File: src/inc/cpe_params.svh
// Constants of the current and power calculation engine.
// Assumes inclusion by bare name from rtl and inc files.
`ifndef CPE_PARAMS_SVH
`define CPE_PARAMS_SVH

// ---------------------------------------------------------------
// Register pointer values
// ---------------------------------------------------------------
`define CPE_ADDR_CONFIG 3'h0
`define CPE_ADDR_SHUNT 3'h1
`define CPE_ADDR_BUS 3'h2
`define CPE_ADDR_POWER 3'h3
`define CPE_ADDR_CURRENT 3'h4
`define CPE_ADDR_CAL 3'h5

// ---------------------------------------------------------------
// Reset values and field positions
// ---------------------------------------------------------------
`define CPE_CONFIG_RST 16'h4127
`define CPE_CAL_RST 16'h0000
`define CPE_RESULT_RST 16'h0000
`define CPE_BUS_MSB 15

// ---------------------------------------------------------------
// Arithmetic scaling
// ---------------------------------------------------------------
`define CPE_CUR_SHIFT 11
`define CPE_CUR_DIV 34'sh0_0000_0800
`define CPE_CUR_ROUND 34'sh0_0000_07FF
`define CPE_PWR_DIV 16'h4E20
`define CPE_PWR_RATIO 25
`define CPE_BUS_LSB_UV 1250
`define CPE_DIV_STEPS 6'h20

`endif

File: src/inc/cpe_pkg.sv
// Types of the current and power calculation engine.
// Assumes nothing beyond a SystemVerilog compiler.
package cpe_pkg;

  // ---------------------------------------------------------------
  // Sequencer states
  // ---------------------------------------------------------------
  typedef enum logic [2:0] {
    ST_IDLE,
    ST_CUR_MUL,
    ST_CUR_STORE,
    ST_PWR_MUL,
    ST_PWR_DIV,
    ST_PWR_WAIT
  } cpe_state_t;

endpackage

File: src/inc/cpe_div_if.sv
// Handshake between the sequencer and the long divider.
// Assumes the divisor stays stable while a division runs.
`timescale 1ns/1ps

interface cpe_div_if;
  logic start;
  logic busy;
  logic done;
  logic [31:0] dividend;
  logic [15:0] divisor;
  logic [31:0] quotient;

  modport master (
    output start,
    output dividend,
    output divisor,
    input busy,
    input done,
    input quotient
  );

  modport slave (
    input start,
    input dividend,
    input divisor,
    output busy,
    output done,
    output quotient
  );
endinterface

File: src/rtl/cpe_mult.sv
// Registered signed multiplier for the calculation engine.
// Assumes operands are held one cycle before the product is used.
`timescale 1ns/1ps

module cpe_mult #(
  parameter int AW = 17,
  parameter int BW = 17
) (
  input wire logic clk,
  input wire logic rst_n,
  input wire logic signed [AW-1:0] a,
  input wire logic signed [BW-1:0] b,
  output logic signed [AW+BW-1:0] p
);

  logic signed [AW+BW-1:0] p_nxt;

  // Full-width product, nothing dropped
  always_comb begin
    p_nxt = a * b;
  end

  // Product register
  always_ff @(posedge clk or negedge rst_n) begin
    if (!rst_n) begin
      p <= '0;
    end else begin
      p <= p_nxt;
    end
  end

endmodule

File: src/rtl/cpe_divider.sv
// Restoring unsigned divider, one quotient bit per clock.
// Assumes start is only raised while busy is low.
`timescale 1ns/1ps
`include "cpe_params.svh"

module cpe_divider (
  input wire logic clk,
  input wire logic rst_n,
  cpe_div_if.slave dv
);

  logic [16:0] rem_r, rem_nxt;
  logic [31:0] quo_r, quo_nxt;
  logic [5:0] cnt_r, cnt_nxt;
  logic run_r, run_nxt;
  logic done_r, done_nxt;
  logic [16:0] trial;

  // One shift-subtract step per cycle; area traded for latency
  always_comb begin
    rem_nxt = rem_r;
    quo_nxt = quo_r;
    cnt_nxt = cnt_r;
    run_nxt = run_r;
    done_nxt = 1'b0;
    trial = {rem_r[15:0], quo_r[31]};
    if (dv.start && !run_r) begin
      rem_nxt = '0;
      quo_nxt = dv.dividend;
      cnt_nxt = `CPE_DIV_STEPS;
      run_nxt = 1'b1;
    end else if (run_r) begin
      if (trial >= {1'b0, dv.divisor}) begin
        rem_nxt = trial - {1'b0, dv.divisor};
        quo_nxt = {quo_r[30:0], 1'b1};
      end else begin
        rem_nxt = trial;
        quo_nxt = {quo_r[30:0], 1'b0};
      end
      cnt_nxt = cnt_r - 6'h01;
      if (cnt_r == 6'h01) begin
        run_nxt = 1'b0;
        done_nxt = 1'b1;
      end
    end
  end

  // State registers
  always_ff @(posedge clk or negedge rst_n) begin
    if (!rst_n) begin
      rem_r <= '0;
      quo_r <= '0;
      cnt_r <= '0;
      run_r <= 1'b0;
      done_r <= 1'b0;
    end else begin
      rem_r <= rem_nxt;
      quo_r <= quo_nxt;
      cnt_r <= cnt_nxt;
      run_r <= run_nxt;
      done_r <= done_nxt;
    end
  end

  assign dv.busy = run_r;
  assign dv.done = done_r;
  assign dv.quotient = quo_r;
endmodule

File: src/rtl/cpe_top.sv
// Current and power calculation engine of a shunt monitor.
// Assumes a register port decoded from the serial bus, and one-cycle
// conversion-complete strobes with results from the converter.
`timescale 1ns/1ps
`include "cpe_params.svh"

// Notes on behaviour
// - Current equals shunt result times calibration, divided by 2048.
// - Power equals current magnitude times bus result, divided by 20,000.
// - One power count weighs 25 current counts, fixed internally.
// - Bus result holds the bus voltage at 1.25 mV per count.
// - Top bit of the bus result always reads zero.
// - Current and power stay zero until calibration is written.
// - After calibration, each new shunt result refreshes current and each new bus result refreshes power.
// - Shunt and bus results keep updating with no host programming.
// - Once calibration is written, power is recalculated after every bus conversion completes.
module cpe_top (
  input wire logic CLK_SYS,
  input wire logic NRST,
  input wire logic [2:0] REG_ADDR,
  input wire logic REG_WR,
  input wire logic REG_RD,
  input wire logic [15:0] REG_WDATA,
  input wire logic SHUNT_VALID,
  input wire logic [15:0] SHUNT_IN,
  input wire logic BUS_VALID,
  input wire logic [15:0] BUS_IN,
  output logic [15:0] REG_RDATA,
  output logic [15:0] CONFIG_OUT,
  output logic CAL_VALID,
  output logic CALC_BUSY
);

  // ---------------------------------------------------------------
  // Register read decode
  // ---------------------------------------------------------------
  function automatic logic [15:0] reg_read(
    input logic [2:0] addr,
    input logic [15:0] cfg,
    input logic [15:0] shunt,
    input logic [15:0] bus,
    input logic [15:0] pwr,
    input logic [15:0] cur,
    input logic [15:0] cal
  );
    logic [15:0] val;
    val = 16'h0000;
    case (addr)
      `CPE_ADDR_CONFIG: val = cfg;
      `CPE_ADDR_SHUNT: val = shunt;
      `CPE_ADDR_BUS: val = bus;
      `CPE_ADDR_POWER: val = pwr;
      `CPE_ADDR_CURRENT: val = cur;
      `CPE_ADDR_CAL: val = cal;
      default: val = 16'h0000;
    endcase
    return val;
  endfunction

  // ---------------------------------------------------------------
  // Declarations
  // ---------------------------------------------------------------
  cpe_pkg::cpe_state_t state_r, state_nxt;
  logic [15:0] config_r, config_nxt;
  logic [15:0] cal_r, cal_nxt;
  logic cal_set_r, cal_set_nxt;
  logic [15:0] shunt_r, shunt_nxt;
  logic [15:0] bus_r, bus_nxt;
  logic [15:0] current_r, current_nxt;
  logic [15:0] power_r, power_nxt;
  logic shunt_pend_r, shunt_pend_nxt;
  logic bus_pend_r, bus_pend_nxt;
  logic [15:0] rdata_r, rdata_nxt;
  logic busy_r, busy_nxt;
  logic signed [16:0] mul_a, mul_b;
  logic signed [33:0] prod;
  logic signed [33:0] cur_round;
  logic [16:0] cur_abs;
  logic take_shunt, take_bus;

  cpe_div_if div_bus ();

  // ---------------------------------------------------------------
  // Arithmetic units
  // ---------------------------------------------------------------
  cpe_mult #(
    .AW(17),
    .BW(17)
  ) u_mult (
    .clk(CLK_SYS),
    .rst_n(NRST),
    .a(mul_a),
    .b(mul_b),
    .p(prod)
  );

  cpe_divider u_div (
    .clk(CLK_SYS),
    .rst_n(NRST),
    .dv(div_bus.slave)
  );

  // Magnitude of current; power is reported unsigned
  assign cur_abs = current_r[15] ? (17'h0_0000 - {current_r[15], current_r})
                                 : {1'b0, current_r};

  // Operand steering shares one multiplier between both results
  always_comb begin
    mul_a = {1'b0, cur_abs[15:0]};
    mul_b = {1'b0, bus_r};
    if (state_r == cpe_pkg::ST_CUR_MUL) begin
      mul_a = {shunt_r[15], shunt_r};
      mul_b = {1'b0, cal_r};
    end else begin
      mul_a = $signed(cur_abs);
    end
  end

  assign cur_round = prod + (prod[33] ? `CPE_CUR_ROUND : 34'sh0_0000_0000);

  // Divider request; divisor fixed so it is stable during a run
  assign div_bus.start = (state_r == cpe_pkg::ST_PWR_DIV);
  assign div_bus.dividend = prod[31:0];
  assign div_bus.divisor = `CPE_PWR_DIV;

  // ---------------------------------------------------------------
  // Measurement capture and register writes
  // ---------------------------------------------------------------
  assign take_shunt = (state_r == cpe_pkg::ST_IDLE) && shunt_pend_r;
  assign take_bus = (state_r == cpe_pkg::ST_IDLE) && !shunt_pend_r &&
                    bus_pend_r;

  // Results land whether or not the host ever programmed anything
  always_comb begin
    config_nxt = config_r;
    cal_nxt = cal_r;
    cal_set_nxt = cal_set_r;
    shunt_nxt = shunt_r;
    bus_nxt = bus_r;
    shunt_pend_nxt = shunt_pend_r;
    bus_pend_nxt = bus_pend_r;
    if (SHUNT_VALID) begin
      shunt_nxt = SHUNT_IN;
    end
    if (BUS_VALID) begin
      bus_nxt = BUS_IN & ~(16'h0001 << `CPE_BUS_MSB);
    end
    if (take_shunt) begin
      shunt_pend_nxt = 1'b0;
    end
    if (take_bus) begin
      bus_pend_nxt = 1'b0;
    end
    if (SHUNT_VALID) begin
      shunt_pend_nxt = 1'b1;
    end
    if (BUS_VALID) begin
      bus_pend_nxt = 1'b1;
    end
    if (REG_WR && REG_ADDR == `CPE_ADDR_CONFIG) begin
      config_nxt = REG_WDATA;
    end
    if (REG_WR && REG_ADDR == `CPE_ADDR_CAL) begin
      cal_nxt = REG_WDATA;
      cal_set_nxt = 1'b1;
    end
  end

  always_ff @(posedge CLK_SYS or negedge NRST) begin
    if (!NRST) begin
      config_r <= `CPE_CONFIG_RST;
      cal_r <= `CPE_CAL_RST;
      cal_set_r <= 1'b0;
      shunt_r <= `CPE_RESULT_RST;
      bus_r <= `CPE_RESULT_RST;
      shunt_pend_r <= 1'b0;
      bus_pend_r <= 1'b0;
    end else begin
      config_r <= config_nxt;
      cal_r <= cal_nxt;
      cal_set_r <= cal_set_nxt;
      shunt_r <= shunt_nxt;
      bus_r <= bus_nxt;
      shunt_pend_r <= shunt_pend_nxt;
      bus_pend_r <= bus_pend_nxt;
    end
  end

  // ---------------------------------------------------------------
  // Calculation sequencer
  // ---------------------------------------------------------------
  // Shunt goes first so a waiting bus update uses the fresh current
  always_comb begin
    state_nxt = state_r;
    current_nxt = current_r;
    power_nxt = power_r;
    busy_nxt = 1'b1;
    case (state_r)
      cpe_pkg::ST_IDLE: begin
        busy_nxt = 1'b0;
        if (take_shunt && cal_set_r) begin
          state_nxt = cpe_pkg::ST_CUR_MUL;
          busy_nxt = 1'b1;
        end else if (take_bus && cal_set_r) begin
          state_nxt = cpe_pkg::ST_PWR_MUL;
          busy_nxt = 1'b1;
        end
      end
      cpe_pkg::ST_CUR_MUL: begin
        state_nxt = cpe_pkg::ST_CUR_STORE;
      end
      cpe_pkg::ST_CUR_STORE: begin
        current_nxt = 16'(cur_round >>> `CPE_CUR_SHIFT);
        state_nxt = cpe_pkg::ST_IDLE;
        busy_nxt = 1'b0;
      end
      cpe_pkg::ST_PWR_MUL: begin
        state_nxt = cpe_pkg::ST_PWR_DIV;
      end
      cpe_pkg::ST_PWR_DIV: begin
        state_nxt = cpe_pkg::ST_PWR_WAIT;
      end
      cpe_pkg::ST_PWR_WAIT: begin
        if (div_bus.done) begin
          power_nxt = div_bus.quotient[15:0];
          state_nxt = cpe_pkg::ST_IDLE;
          busy_nxt = 1'b0;
        end
      end
      default: begin
        state_nxt = cpe_pkg::ST_IDLE;
        busy_nxt = 1'b0;
      end
    endcase
  end

  always_ff @(posedge CLK_SYS or negedge NRST) begin
    if (!NRST) begin
      state_r <= cpe_pkg::ST_IDLE;
      current_r <= `CPE_RESULT_RST;
      power_r <= `CPE_RESULT_RST;
      busy_r <= 1'b0;
    end else begin
      state_r <= state_nxt;
      current_r <= current_nxt;
      power_r <= power_nxt;
      busy_r <= busy_nxt;
    end
  end

  // ---------------------------------------------------------------
  // Read port
  // ---------------------------------------------------------------
  // Read data is held until the next read strobe
  always_comb begin
    rdata_nxt = rdata_r;
    if (REG_RD) begin
      rdata_nxt = reg_read(REG_ADDR, config_r, shunt_r, bus_r, power_r,
                           current_r, cal_r);
    end
  end

  always_ff @(posedge CLK_SYS or negedge NRST) begin
    if (!NRST) begin
      rdata_r <= 16'h0000;
    end else begin
      rdata_r <= rdata_nxt;
    end
  end

  assign REG_RDATA = rdata_r;
  assign CONFIG_OUT = config_r;
  assign CAL_VALID = cal_set_r;
  assign CALC_BUSY = busy_r;

  // ---------------------------------------------------------------
  // Checks
  // ---------------------------------------------------------------
  logic signed [33:0] ref_prod;
  logic [15:0] cur_ref;
  logic [15:0] pwr_ref;
  logic [31:0] pwr_prod;

  assign ref_prod = $signed({shunt_r[15], shunt_r}) *
                    $signed({1'b0, cal_r});
  assign cur_ref = 16'(ref_prod / `CPE_CUR_DIV);
  assign pwr_prod = {15'h0000, cur_abs} * {16'h0000, bus_r};
  assign pwr_ref = 16'(pwr_prod / {16'h0000, `CPE_PWR_DIV});
endmodule

File: config.mk
export PLATFORM = sky130hd
export DESIGN_NAME = cpe_top
export DESIGN_NICKNAME = d
export VERILOG_FILES = /design/src/inc/cpe_pkg.sv /design/src/inc/cpe_div_if.sv /design/src/rtl/cpe_mult.sv /design/src/rtl/cpe_divider.sv /design/src/rtl/cpe_top.sv
export VERILOG_INCLUDE_DIRS = /design/src /design/src/inc
export SDC_FILE = /design/constraint.sdc
export NUM_CORES = 1
export LEC_CHECK = 0
export ABC_CLOCK_PERIOD_IN_PS = 21200
export BUFFER_PORTS_ARGS = -buffer_cell sky130_fd_sc_hd__buf_2
export CAP_MARGIN = 40
export CORE_MARGIN = 2
export CORE_UTILIZATION = 30
export DETAILED_ROUTE_END_ITERATION = 8
export PLACE_DENSITY = 0.43
export SLEW_MARGIN = 20
export SYNTH_ARGS = -nofsm -noshare
export SYNTH_HDL_FRONTEND = slang
export SYNTH_HIERARCHICAL = 1
export SYNTH_SLANG_ARGS = --single-unit
File: constraint.sdc
create_clock -name CLK_SYS -period 21.2 [get_ports CLK_SYS]
set_clock_uncertainty 0.05 [all_clocks]
set_input_delay 6.36 -clock CLK_SYS [delete_from_list [all_inputs] [get_ports CLK_SYS]]
set_output_delay 6.36 -clock CLK_SYS [all_outputs]
set_load 0.05 [all_outputs]
==> qor.csv <==
metric,value,unit
type of the setup path with the least slack,register to register,
RSZ-0062 raised after global routing,false,
Setup-failing EPs final,0,
largest net degree at the start of global routing,89,
CP required,21570,ps
antenna cells,0,
buffers inserted by post-CTS timing repair,0,
detailed-router iteration count before antenna repair,5,
clock transition at the registers of the reported paths,60,ps
gate count of the mapped netlist,2220,
via count,15687,
Synth Area per Inst,9.87,µm²
I/O Pins,91,
Maximum Capacitance Violations,0,
worst hold path cell count,1,
crit path DAT,8470,ps
clock tree buffer depth,3,
die span in y,274,µm
capture instance of the worst register-to-register path,u_mult/p[31],
I/O Buffers,89,
Critical Path Sink Type,register,
area of the die,75200,µm²
mean routed wirelength per cell,18.6,µm
DP Cell Count,3210,
aggregate global-route resource usage,0.163,
number of gates resized after CTS,0,
mean number of vias per cell,4.81,
global placement routability congestion,0.828,
CTS tree,built,
non-filler cells in the finished layout,3258,
beginning of the worst hold path,REG_RDATA[10],
final hold violation count,0,
core area,72600,µm²
Area Overhead vs Synth,11.3,%
worst rel slew slack,0.398,
count of nets after finishing,2748,
slew at the pin closest to its max-slew limit,901,ps
htree depth,1,
clock tree sinks,207,
fin crit share,0.382,
worst hold path type,register to register,
element type at the critical path start,register,
share of post-route cells with drive strength above 1,0.145,
highest achievable clock rate,123,MHz
initial antenna violation count,0,
result of the run,"finished, final reports clean",
Skew-Pair Late Insertion Delay,560,ps
first-pass GRT wire length,96700,µm
final critical path time including I/O delays and setup,8100,ps
number of synthesis warnings,6,
Row Count,99,
"reg-to-reg slack, setup",13100,ps
detailed-placement wirelength estimate,47500,µm
final max-slew violation count,0,
total DRC errors in the routed layout,0,
cell count of the worst reg-to-reg path,24,
total negative slack for setup checks,0,ps
horizontal extent of the die,274,µm
"Remaining Overflow, GRT",0,
clock buffers created by TritonCTS,25,
number of global-route vias before repair,17079,
initial cell density of the core,0.302,
cell at the root of the clock tree,clkbuf_16,
origin of the critical flop-to-flop path,state_r[0],
Detail Route Antenna Nets,0,
hold-critical path endpoint,REG_RDATA[10],
number of hold buffers added after cts,0,
critical path peak fanout,47,
cell area after synthesis,21900,µm²
first-iteration detailed-routing DRC count,774,
Routed WL,60600,µm
[worst max path at each step]
stage / startpoint / endpoint / slack (ps) / depth (start not counted)
after detailed placement: REG_ADDR[1] / REG_RDATA[2] / 12760 / 7
after floorplan: REG_ADDR[1] / CONFIG_OUT[15] / 13290 / 4
after global routing: state_r[0] / u_mult/p[31] / 12560 / 24
final: state_r[0] / u_mult/p[31] / 13100 / 24
after global placement: REG_ADDR[1] / REG_RDATA[13] / 12480 / 5
after CTS: state_r[0] / u_mult/p[31] / 12990 / 24
[critical path, stage by stage, from the launching register on]
cell      delay (ps)
dfrtp_1          470
inv_2            100
nor3_2           170
buf_4            510
and2_1           720
o21bai_1         210
buf_4            270
nand2_1          120
fa_1             560
inv_1             50
fa_1             540
fa_1             460
fa_1             530
fa_1             550
inv_1             50
fa_1             540
inv_1             50
ha_1             360
a21oi_1          360
nand3_1          120
a31oi_1          160
a21oi_1          120
a221oi_1         500
o21ai_1          160
xor2_1           170
[sequential cells by signal (all words and copies together), names as in the netlist, 6 cells and up]
signal             count
CONFIG_OUT            16
REG_RDATA             16
bus_r                 15
cal_r                 16
current_r             16
power_r               16
shunt_r               16
u_div/cnt_r            6
u_div/dv.quotient     32
u_div/rem_r           16
u_mult/p              33
[placed cells by master, fill, tap and decap left out, types with 77 or more instances in the layout]
master / n
and2_1: 153
o21ai_0: 77
mux2_2: 107
ha_1: 114
nand2_1: 244
nor2_1: 77
fa_1: 297
buf_2: 88
inv_1: 344
dfrtp_1: 200
[metal layers]
metal | global-route usage | wire (µm)
met1 | 0.217 | 27100
met2 | 0.291 | 30800
met3 | 0.0102 | 1560
met4 | 0.0349 | 1100
met5 | 0 | 0
[cell type report]
type / count / area [µm²]
fillers: 7613 / 48200
multi-input cells: 1581 / 15100
flip-flops and latches: 207 / 5190
inverters: 345 / 1290
well taps: 959 / 1200
repair buffers: 120 / 790
clock buffers: 34 / 719
clock inverters: 12 / 131
[through the flow]
stage | area (µm²) | utilization | setup slack (ps) | hold WS (ps)
after floorplan | 22000 | - | 13290 | 391
after global placement | 23300 | 0.322 | 12480 | 411
after detailed placement | 23500 | 0.324 | 12760 | 416
after CTS | 24300 | 0.335 | 12990 | 430
after global routing | 24400 | 0.336 | 12560 | 452
final | 24400 | 0.336 | 13100 | 422
Power is left out: the tool's default activity adds up to more than one toggle a clock period on the data nets, which glitch-free logic cannot reach.
